==> src/hw/cmpio_defines.vh <==
// constants for the comparator control block: register offsets, field positions, reset values
// assumes inclusion by plain name from the design files under hw/
`ifndef CMPIO_DEFINES_VH
`define CMPIO_DEFINES_VH

`define CMPIO_OFF_CTRL      12'h000
`define CMPIO_OFF_SEL       12'h004
`define CMPIO_OFF_STAT      12'h008
`define CMPIO_OFF_MASK      12'h00c
`define CMPIO_OFF_ANA       12'h010

`define CMPIO_CTRL_EN       7
`define CMPIO_CTRL_RES      6
`define CMPIO_CTRL_SAMP     5
`define CMPIO_CTRL_INV      4
`define CMPIO_CTRL_NSEL_HI  3
`define CMPIO_CTRL_NSEL_LO  1
`define CMPIO_CTRL_PSEL     0
`define CMPIO_CTRL_WMASK    8'hbf

`define CMPIO_SEL_PINOUT    7
`define CMPIO_SEL_CFG_HI    5
`define CMPIO_SEL_CFG_LO    4
`define CMPIO_SEL_TAP_HI    3
`define CMPIO_SEL_TAP_LO    0
`define CMPIO_SEL_WMASK     8'hbf

`define CMPIO_CTRL_RST      8'h00
`define CMPIO_SEL_RST       8'h00

`define CMPIO_NSEL_PIN_THREE 3'h0
`define CMPIO_NSEL_PIN_FOUR  3'h1
`define CMPIO_NSEL_BGAP      3'h2
`define CMPIO_NSEL_PIN_SIX   3'h3
`define CMPIO_NSEL_PIN_SEVEN 3'h4
`define CMPIO_NSEL_LADDER    3'h5
`define CMPIO_NSEL_NONE      3'h7

`define CMPIO_PSEL_PIN_FOUR 1'b0
`define CMPIO_PSEL_LADDER   1'b1

`define CMPIO_INT_RISE      0
`define CMPIO_INT_FALL      1

`endif

==> src/hw/cmpio_result.v <==
// result path of the comparator: direct or sampled, polarity, enable gating
// assumes cmp_raw is already synchronised to clk_sys and tick is a one-cycle enable
module cmpio_result (
  input  wire clk_sys,
  input  wire rst_b,
  input  wire enable,
  input  wire sampled,
  input  wire invert,
  input  wire tick,
  input  wire cmp_raw,
  output wire result
);
  reg hold_r;

  // the held sample survives mode changes so a switch to sampled mode starts from the last tick
  always @(posedge clk_sys or negedge rst_b) begin
    if (!rst_b) begin
      hold_r <= 1'b0;
    end else if (tick) begin
      hold_r <= cmp_raw;
    end
  end

  wire pre = sampled ? hold_r : cmp_raw;
  assign result = enable & (pre ^ invert);
endmodule

==> src/hw/cmpio_top.v <==
// comparator input/output control: source selects, ladder selects, result routing, apb registers
// assumes an analog comparator outside that takes the selects and returns cmp_out asynchronously,
// and a timer that gives a one-cycle timer2_prescaled_clock enable in the clk_sys domain
// Function
// - minus input chosen from six sources
// - plus input is pin four or ladder
// - select bit seven forces result onto pin zero while control bit seven is set
// - control bit five picks direct or sampled
// - control bit four inverts every result use
// - result readable at bit six, raises interrupt
// - select bits five:four choose ladder span
// - select bits three:zero pick one of sixteen
// - span zero gives supply times (n+9)/32
// - span two gives supply times (n+9)/40
// - bandgap minus with ladder plus allowed
`include "cmpio_defines.vh"

module cmpio_top #(
  parameter AW = 12
) (
  input  wire          clk_sys,
  input  wire          rst_b,
  input  wire          psel,
  input  wire          penable,
  input  wire          pwrite,
  input  wire [AW-1:0] paddr,
  input  wire [31:0]   pwdata,
  output reg  [31:0]   prdata,
  output reg           pready,
  output reg           pslverr,
  input  wire          timer2_prescaled_clock,
  input  wire          cmp_out,
  output reg  [2:0]    minus_sel,
  output reg           plus_sel,
  output reg  [1:0]    ladder_cfg,
  output reg  [3:0]    ladder_tap,
  output reg           cmp_enable,
  output reg           port_a_pin_zero_o,
  output reg           port_a_pin_zero_oe,
  output reg           irq
);
  reg  [7:0] ctrl_r;
  reg  [7:0] sel_r;
  reg  [1:0] stat_r;
  reg  [1:0] mask_r;
  reg        cmp_s1_r;
  reg        cmp_s2_r;
  reg        res_d_r;
  wire       result;

  // analog output is asynchronous to clk_sys
  always @(posedge clk_sys or negedge rst_b) begin
    if (!rst_b) begin
      cmp_s1_r <= 1'b0;
      cmp_s2_r <= 1'b0;
    end else begin
      cmp_s1_r <= cmp_out;
      cmp_s2_r <= cmp_s1_r;
    end
  end

  cmpio_result u_res (
    .clk_sys (clk_sys),
    .rst_b   (rst_b),
    .enable  (ctrl_r[`CMPIO_CTRL_EN]),
    .sampled (ctrl_r[`CMPIO_CTRL_SAMP]),
    .invert  (ctrl_r[`CMPIO_CTRL_INV]),
    .tick    (timer2_prescaled_clock),
    .cmp_raw (cmp_s2_r),
    .result  (result)
  );

  wire setup_ph = psel & ~penable;
  wire acc_ph   = psel & penable;
  wire hit_ctrl = (paddr == `CMPIO_OFF_CTRL);
  wire hit_sel  = (paddr == `CMPIO_OFF_SEL);
  wire hit_stat = (paddr == `CMPIO_OFF_STAT);
  wire hit_mask = (paddr == `CMPIO_OFF_MASK);
  wire hit_ana  = (paddr == `CMPIO_OFF_ANA);
  wire hit_any  = hit_ctrl | hit_sel | hit_stat | hit_mask | hit_ana;
  wire wr_fire  = acc_ph & pready & pwrite;

  // edges of the final result, after enable and polarity, feed the status bits
  wire ev_rise = result & ~res_d_r;
  wire ev_fall = ~result & res_d_r;
  wire [1:0] ev = {ev_fall, ev_rise};
  wire [1:0] w1c = (wr_fire & hit_stat) ? pwdata[1:0] : 2'h0;

  always @(posedge clk_sys or negedge rst_b) begin
    if (!rst_b) begin
      ctrl_r  <= `CMPIO_CTRL_RST;
      sel_r   <= `CMPIO_SEL_RST;
      mask_r  <= 2'h0;
      stat_r  <= 2'h0;
      res_d_r <= 1'b0;
    end else begin
      res_d_r <= result;
      // a new edge beats a simultaneous write-one-to-clear
      stat_r  <= (stat_r & ~w1c) | ev;
      if (wr_fire & hit_ctrl) begin
        ctrl_r <= pwdata[7:0] & `CMPIO_CTRL_WMASK;
      end
      if (wr_fire & hit_sel) begin
        sel_r <= pwdata[7:0] & `CMPIO_SEL_WMASK;
      end
      if (wr_fire & hit_mask) begin
        mask_r <= pwdata[1:0];
      end
    end
  end

  // no wait state: ready is raised in the first access cycle and answered at its edge
  always @(posedge clk_sys or negedge rst_b) begin
    if (!rst_b) begin
      pready  <= 1'b0;
      pslverr <= 1'b0;
      prdata  <= 32'h0000_0000;
    end else begin
      pready  <= setup_ph;
      pslverr <= setup_ph & ~hit_any;
      if (setup_ph) begin
        prdata <= 32'h0000_0000;
        if (hit_ctrl) begin
          prdata[7:0] <= {ctrl_r[7], result, ctrl_r[5:0]};
        end
        if (hit_sel) begin
          prdata[7:0] <= sel_r;
        end
        if (hit_stat) begin
          prdata[1:0] <= stat_r;
        end
        if (hit_mask) begin
          prdata[1:0] <= mask_r;
        end
        if (hit_ana) begin
          prdata[0] <= cmp_s2_r;
        end
      end else begin
        // read data stands only in the cycle in which pready is high
        prdata <= 32'h0000_0000;
      end
    end
  end

  // analog selects: the ladder itself turns cfg/tap into the fractions, this block only steers
  // ratios: cfg 00 -> (n+9)/32, cfg 10 -> (n+9)/40; the bandgap/ladder pair is a legal setting
  always @(posedge clk_sys or negedge rst_b) begin
    if (!rst_b) begin
      minus_sel          <= `CMPIO_NSEL_NONE;
      plus_sel           <= `CMPIO_PSEL_PIN_FOUR;
      ladder_cfg         <= 2'h0;
      ladder_tap         <= 4'h0;
      cmp_enable         <= 1'b0;
      port_a_pin_zero_o  <= 1'b0;
      port_a_pin_zero_oe <= 1'b0;
      irq                <= 1'b0;
    end else begin
      // codes 6 and 7 have no source and leave the minus input open
      minus_sel  <= ctrl_r[`CMPIO_CTRL_NSEL_HI:`CMPIO_CTRL_NSEL_LO];
      plus_sel   <= ctrl_r[`CMPIO_CTRL_PSEL];
      ladder_cfg <= sel_r[`CMPIO_SEL_CFG_HI:`CMPIO_SEL_CFG_LO];
      ladder_tap <= sel_r[`CMPIO_SEL_TAP_HI:`CMPIO_SEL_TAP_LO];
      cmp_enable <= ctrl_r[`CMPIO_CTRL_EN];
      // the forced output overrides whatever direction the port logic holds for pin zero
      port_a_pin_zero_oe <= sel_r[`CMPIO_SEL_PINOUT] & ctrl_r[`CMPIO_CTRL_EN];
      port_a_pin_zero_o  <= sel_r[`CMPIO_SEL_PINOUT] & result;
      irq <= |(((stat_r & ~w1c) | ev) & mask_r);
    end
  end
endmodule

==> config.mk <==
export PLATFORM = sky130hd
export DESIGN_NAME = cmpio_top
export DESIGN_NICKNAME = d
export VERILOG_FILES = /design/src/hw/cmpio_result.v /design/src/hw/cmpio_top.v
export VERILOG_INCLUDE_DIRS = /design/src /design/src/hw
export SDC_FILE = /design/constraint.sdc
export NUM_CORES = 1
export LEC_CHECK = 0
export BUFFER_PORTS_ARGS = -buffer_cell sky130_fd_sc_hd__buf_4
export CORE_MARGIN = 2
export CORE_UTILIZATION = 41
export CTS_CLUSTER_SIZE = 30
export DETAILED_ROUTE_END_ITERATION = 6
export PLACE_DENSITY = 0.76
export SETUP_SLACK_MARGIN = 0.15
export SYNTH_ARGS = -nofsm -noshare
export SYNTH_HDL_FRONTEND = slang
export SYNTH_SLANG_ARGS = --single-unit
==> constraint.sdc <==
create_clock -name clk_sys -period 1.85 [get_ports clk_sys]
set_clock_uncertainty 0.2 [all_clocks]
set_input_delay 0.0925 -clock clk_sys [delete_from_list [all_inputs] [get_ports clk_sys]]
set_output_delay 0.0925 -clock clk_sys [all_outputs]
set_load 0.03 [all_outputs]
==> results.py, run 1 <==
metrics = {
    "run_status": {
        "outcome": "finished clean",
    },
    "synthesis": {
        "synth-edff-count": 0,
        "yosys_warnings": 0,
        "avgSynthCellArea_um2": 13.4,
        "ys_top_cells_by_area": "dfrtp_1 (55%), mux2_2 (10%), buf_4 (9.2%)",
        "synth.largest_area_cell": "dfrtp_1",
        "synth_top_area_share": 0.551,
        "syn_area_um2": 1950,
        "ys_seq_area_frac": 0.591,
        "synth_cell_types": 31,
        "synth_seq_cells": 46,
        "yosys_most_used_dff": "dfrtp_1",
        "yosysMostFrequentCell": "dfrtp_1",
        "ys_top_cells_by_count": "dfrtp_1 (43), buf_4 (24), mux2_2 (18), nor2_1 (8)",
        "async_flop_share": 1.00,
        "synth_cells": 146,
    },
    "setup_path": {
        "r2r_slack_ns": 0.10,
        "worst_path_max_delay_cell": "dfrtp_2",
        "crit_fanout": 4,
        "slowest_delay_ns": 0.37,
        "reg2regPathDepth": 5,
        "r2r_start": "pready$_DFF_PN0_",
        "cp.arrival_ns": 1.74,
        "critPathKind": "flop to flop",
        "endpoint_kind": "flop",
        "startpoint_type": "flop",
        "reg2reg_to": "sel_r[2]$_DFFE_PN0P_",
        "cp_cell_sequence": "nand4_1, nand2b_4, nor4b_4, buf_4, mux2_4",
        "cp_top_family": "simple AND/OR/NAND/NOR gates",
        "worst_ep_required_time_ns": 1.84,
        "crit_buf_inv": 1,
    },
    "floorplan": {
        "die_w_um": 73.0,
        "initial_core_util": 0.419,
        "rows": 25,
        "fp.dieArea_um2": 5330,
        "core_area_um2": 4660,
        "die_h_um": 73.0,
        "pin_count": 99,
    },
    "clock_tree": {
        "cts_num_sinks": 46,
        "clk_latency_ns": 0.30,
        "htree_levels": 2,
        "cts_root_buffer": "clkbuf_8",
        "tritoncts": "built",
        "clockBufferDepth": 2,
        "path_clk_slew_ns": 0.08,
        "cts_buffers": 5,
    },
    "place": {
        "portBuffers": 49,
        "finalWeightedCongestion": 0.913,
        "dp_slack_ns": 0.0378,
        "dpl.hpwl_um": 2440,
    },
    "power_and_ir_drop": {
        "p_leak_nw": 1.38,
        "power.density_nw_per_um2": 728,
        "ir_drop_mv": 0.297,
        "power_mw": 1.97,
    },
    "sta": {
        "fmax_mhz": 572,
        "fin_crit_sh": 0.945,
        "finalMaxSlewViolations": 0,
        "rsz0062_at_grt": "true",
        "max_slew_margin": 0.625,
        "period_needed_ns": 1.75,
        "finalSetupViolations": 0,
        "hold_viol_final": 0,
        "tightest_slew_ns": 0.562,
        "setup_ws_ns": 0.103,
        "timing.hold.ws_ns": 0.00343,
    },
    "grt": {
        "grt_use_total": 0.150,
        "grt_max_degree": 47,
        "overflow": 0,
        "grt_pass1_vias": 1270,
        "grt_pass1_wl_um": 5930,
        "grt_antenna_before_repair": 0,
    },
    "route": {
        "viasPerCell": 4.71,
        "dr_total_vias": 1338,
        "dr.pass1.iters": 4,
        "antenna_left": 0,
        "drt_wl_total_um": 3750,
        "wire_per_inst_um": 13.2,
        "remaining_drc_errors": 0,
        "drt_iter0_drc": 73,
    },
    "cells_and_area": {
        "multi_input_area_um2": 724,
        "finish.utilization": 0.582,
        "drive_above_1_share": 0.422,
        "syn2layout_area_growth_pct": 38.9,
        "n_antenna_cell": 0,
        "n_fill_cell": 373,
        "seqCellArea_um2": 1160,
        "nNetsFinal": 280,
    },
    "min_path": {
        "hold_path.class": "input pin to flop",
        "hold_path_depth": 5,
        "min_to": "irq$_DFF_PN0_",
        "hold_start": "paddr[0]",
    },
    "flow_run": {
        "cap_violations": 0,
    },
}
## state kept, by name (all words and copies together), names as in the netlist, 2 cells and up
name / cells
mask_r: 2
ladder_tap: 4
minus_sel: 3
prdata: 8
ctrl_r: 7
stat_r: 2
sel_r: 7
ladder_cfg: 2
## stage by stage
step           instance area, um^2  std cells  TNS (ns)
2_1_floorplan                 2050        169    -0.115
3_3_place_gp                  2340        252         0
3_5_place_dp                  2340        252         0
4_1_cts                       2710        284         0
5_1_grt                       2710        284         0
6_report                      2710        284         0
## report_power, final
| group | switching (mW) | total [mW] | internal [mW] |
|---|---|---|---|
| sequential | 0.00345 | 1.02 | 1.01 |
| combinational | 0.131 | 0.212 | 0.0813 |
| clock | 0.343 | 0.747 | 0.405 |
| total | 0.477 | 1.97 | 1.50 |
## cell families after synthesis
group	Yosys count	synth area share
other	1	0.00192
multiplexers	26	0.158
AND/OR/NAND/NOR	38	0.122
flip-flops	46	0.591
buffers and inverters	28	0.101
AO/OA/AOI/OAI	7	0.0269
## cells in the final DEF, fill, tap and decap left out, drive strengths merged, types with 5 or more instances in the layout
master	netlist	layout
mux2	18	18
buf	25	58
nand2	6	6
conb	1	24
clkbuf	0	5
nand4	5	5
mux2i	6	6
dfrtp	43	43
dlygate4sd3	0	19
nor2	8	8
## layer usage
metal  vias to the layer above  global-route usage  wire length [um]
met3                         7              0.0304               192
met4                         0              0.0741                80
met1                       652               0.187              1630
li1                        628                   -                 -
met2                        51               0.246              1850
met5                         -                   0                 0
## worst max-delay path by stage
stage / start / endpoint / slack (ns) / depth (start not counted)
finish: pready$_DFF_PN0_ / sel_r[2]$_DFFE_PN0P_ / 0.10 / 5
global route: pready$_DFF_PN0_ / sel_r[2]$_DFFE_PN0P_ / 0.04 / 5
CTS: pready$_DFF_PN0_ / sel_r[2]$_DFFE_PN0P_ / 0.13 / 5
detailed placement: paddr[9] / sel_r[4]$_DFFE_PN0P_ / 0.04 / 6
global placement: paddr[5] / sel_r[1]$_DFFE_PN0P_ / 0.04 / 6
floorplan: pready$_DFF_PN0_ / sel_r[0]$_DFFE_PN0P_ / -0.02 / 4
## cell type report
type | instances | share of cell area
multi-input cells | 95 | 0.267
clock buffers | 5 | 0.0254
well taps | 54 | 0.0249
repair buffers | 78 | 0.237
inverters | 3 | 0.00415
flip-flops and latches | 46 | 0.426
clock inverters | 3 | 0.0161
## tightest hold or removal path: stages
cell      delay (ns)
buf_4           0.08
nor2_1          0.05
nand4_1         0.09
o31ai_1         0.07
o211ai_1        0.08
## what timing repair did
item | 4_1_cts | 5_1_grt
hold buffers | 20 | 0
setup endpoints to repair | 7 | 18
gates resized for setup | 7 | 3
endpoints found under the hold margin | 72 | 0
setup buffers | 4 | 0
pin swaps | 2 | 1
No activity file was read; power rests on OpenSTA's default activity.
==> run 2: changes to the inputs <==
- CORE_UTILIZATION: 41 -> 50
- CTS_BUF_LIST: unset -> sky130_fd_sc_hd__clkbuf_4 sky130_fd_sc_hd__clkbuf_8
- PLACE_DENSITY: 0.76 -> 0.87
- clock period: 1.85 -> 2.3 ns (I/O delays scaled with it)
==> run 2 against run 1 <==
Non-clock buffer count down 10. Sequential power down 20%. Setup slack better by 0.12 ns. Count of clock-buffer cells in the layout unchanged. Utilization up 11 points. Via count down 0.30%. Worst hold slack better by 0.0063 ns. Combinational power down 24%. Cell count down 5.6%. Design area down 5.1%. Clock power down 20%. Critical endpoint is now sel_r[1]$_DFFE_PN0P_.
==> results.py, run 2 (synthesized netlist as in run 1, its figures left out) <==
metrics = {
    "run_status": {
        "outcome": "finished clean",
    },
    "power_and_ir_drop": {
        "p_seq_frac": 0.520,
        "power.density_nw_per_um2": 611,
        "p_comb_frac": 0.102,
        "p_leak_nw": 1.32,
        "power.internal_mw": 1.20,
        "p_clk_frac": 0.378,
        "ir_drop_mv": 0.307,
        "switching_share": 0.238,
        "power.switching_uw": 375,
    },
    "clock_tree": {
        "cts_root_buffer": "clkbuf_8",
        "path_clk_slew_ns": 0.09,
        "clockBufferDepth": 2,
        "tritoncts": "built",
        "cts_num_sinks": 46,
        "cts_buffers": 5,
        "clk_latency_ns": 0.29,
        "htree_levels": 2,
        "cts_resized": 0,
    },
    "route": {
        "dr_total_vias": 1334,
        "wire_per_inst_um": 14.7,
        "remaining_drc_errors": 0,
        "dr.pass1.iters": 4,
        "drt_wl_total_um": 3940,
        "antenna_left": 0,
        "viasPerCell": 4.98,
        "drt_iter0_drc": 93,
    },
    "min_path": {
        "hold_path.class": "input pin to flop",
    },
    "floorplan": {
        "core_area_um2": 3720,
        "die_w_um": 66.5,
        "rows": 22,
        "pin_count": 99,
        "die_h_um": 66.5,
        "initial_core_util": 0.526,
        "fp.dieArea_um2": 4420,
    },
    "cells_and_area": {
        "seqCellArea_um2": 1150,
        "fin_area_um2": 2570,
        "syn2layout_area_growth_pct": 31.8,
        "n_fill_cell": 267,
        "reg_top3": "prdata (8), ctrl_r (7), sel_r (7)",
        "mostFrequentLayoutCell": "buf_4",
        "multi_input_area_um2": 688,
        "largest_reg_flops": 8,
        "final_cell_mix": "buf_4 (53), dfrtp_1 (43), conb_1 (24)",
        "largest-register": "prdata",
        "drive_above_1_share": 0.405,
        "n_antenna_cell": 0,
        "nNetsFinal": 270,
    },
    "place": {
        "dpl.hpwl_um": 2710,
        "finalWeightedCongestion": 0.872,
        "place_area_um2": 2300,
        "portBuffers": 49,
    },
    "sta": {
        "finalMaxSlewViolations": 0,
        "hold_viol_final": 0,
        "fin_crit_sh": 0.901,
        "fmax_mhz": 482,
        "tightest_slew_ns": 0.559,
        "max_slew_margin": 0.627,
        "setup_tns_ns": 0,
        "rsz0062_at_grt": "false",
        "period_needed_ns": 2.07,
        "finalSetupViolations": 0,
    },
    "grt": {
        "grt_antenna_before_repair": 0,
        "grt_use_total": 0.192,
        "busiest_layer": "met2",
        "gr-usage-met2": 0.321,
        "grt_pass1_vias": 1317,
        "use_met1": 0.245,
        "overflow": 0,
        "grt_max_degree": 47,
        "grt_pass1_wl_um": 6220,
        "grt_use_met3": 0.0422,
    },
    "setup_path": {
        "crit_fanout": 5,
        "endpoint_kind": "flop",
        "startpoint_type": "input pin",
        "worst_ep_required_time_ns": 2.28,
        "critPathKind": "input pin to flop",
        "cp.arrival_ns": 2.06,
    },
    "flow_run": {
        "cap_violations": 0,
    },
}
run 2: changes by cell type in the layout (fill, tap and decap cells not counted):
cell,delta
nand2b_4,-1
nand2b_1,+1
mux2_4,-7
buf_4,-4
dfrtp_1,+1
nor2_2,-1
dfrtp_2,-1
dlymetal6s4s_1,-1
dlygate4sd3_1,-4
mux2_2,+7
nor2_1,+1
buf_6,-1
run 2: repair_timing:
item,in CTS,in global routing
buffers inserted,0,2
hold buffers,15,0
endpoints found under the hold margin,71,0
endpoints found under the setup margin,0,5
run 2: final cells by class:
cell class,instances,share of cell area
inverters,3,0.00437
well taps,48,0.0233
multi-input cells,95,0.267
clock buffers,5,0.0267
flip-flops and latches,46,0.448
clock inverters,3,0.0170
repair buffers,68,0.213
run 2: worst paths after layout:
check,cells past startpoint,slack [ns],startpoint,endpoint
hold / removal,4,0.01,paddr[11],prdata[0]$_DFF_PN0_
max in group asynchronous,2,1.37,rst_b,minus_sel[2]$_DFF_PN1_
hold reg to reg,0,0.18,cmp_s1_r$_DFF_PN0_,cmp_s2_r$_DFF_PN0_
setup / recovery,7,0.23,paddr[10],sel_r[1]$_DFFE_PN0P_
min in group asynchronous,2,0.15,rst_b,stat_r[1]$_DFF_PN0_
setup reg to reg,5,0.33,pready$_DFF_PN0_,sel_r[1]$_DFFE_PN0P_
run 2: per-layer routing:
| metal | vias to the layer above | part of all wire |
|---|---|---|
| li1 | 606 | - |
| met3 | 6 | 0.057 |
| met5 | - | 0 |
| met1 | 658 | 0.42 |
| met2 | 64 | 0.51 |
| met4 | 0 | 0.013 |
run 2: metrics by stage:
stage / util / instances / hold slack (ns) / setup slack [ns] / power [mW]
CTS: 0.689 / 266 / 0.00152 / 0.201 / 1.58
global route: 0.693 / 268 / 0.0149 / 0.157 / 1.64
detailed placement: 0.618 / 243 / -0.0588 / 0.287 / 0.972
global placement: 0.618 / 243 / -0.0632 / 0.328 / 0.969
floorplan: - / 169 / -0.381 / 0.314 / 0.940
finish: 0.693 / 268 / 0.00975 / 0.227 / 1.57
run 2: worst max-delay path, cell delays in order:
cell	delay [ns]
dlygate4sd3_1	0.54
buf_4	0.14
nor4_4	0.18
nand3_2	0.20
nor4b_4	0.31
buf_4	0.21
mux2_2	0.35
run 2: power by group through the flow:
stage               sequential, mW  clock, mW  combinational (mW)
floorplan                    0.836          0               0.104
global placement             0.832          0               0.137
detailed placement           0.833          0               0.139
CTS                          0.817      0.603               0.159
global route                 0.818      0.647               0.172
finish                       0.817      0.594               0.161
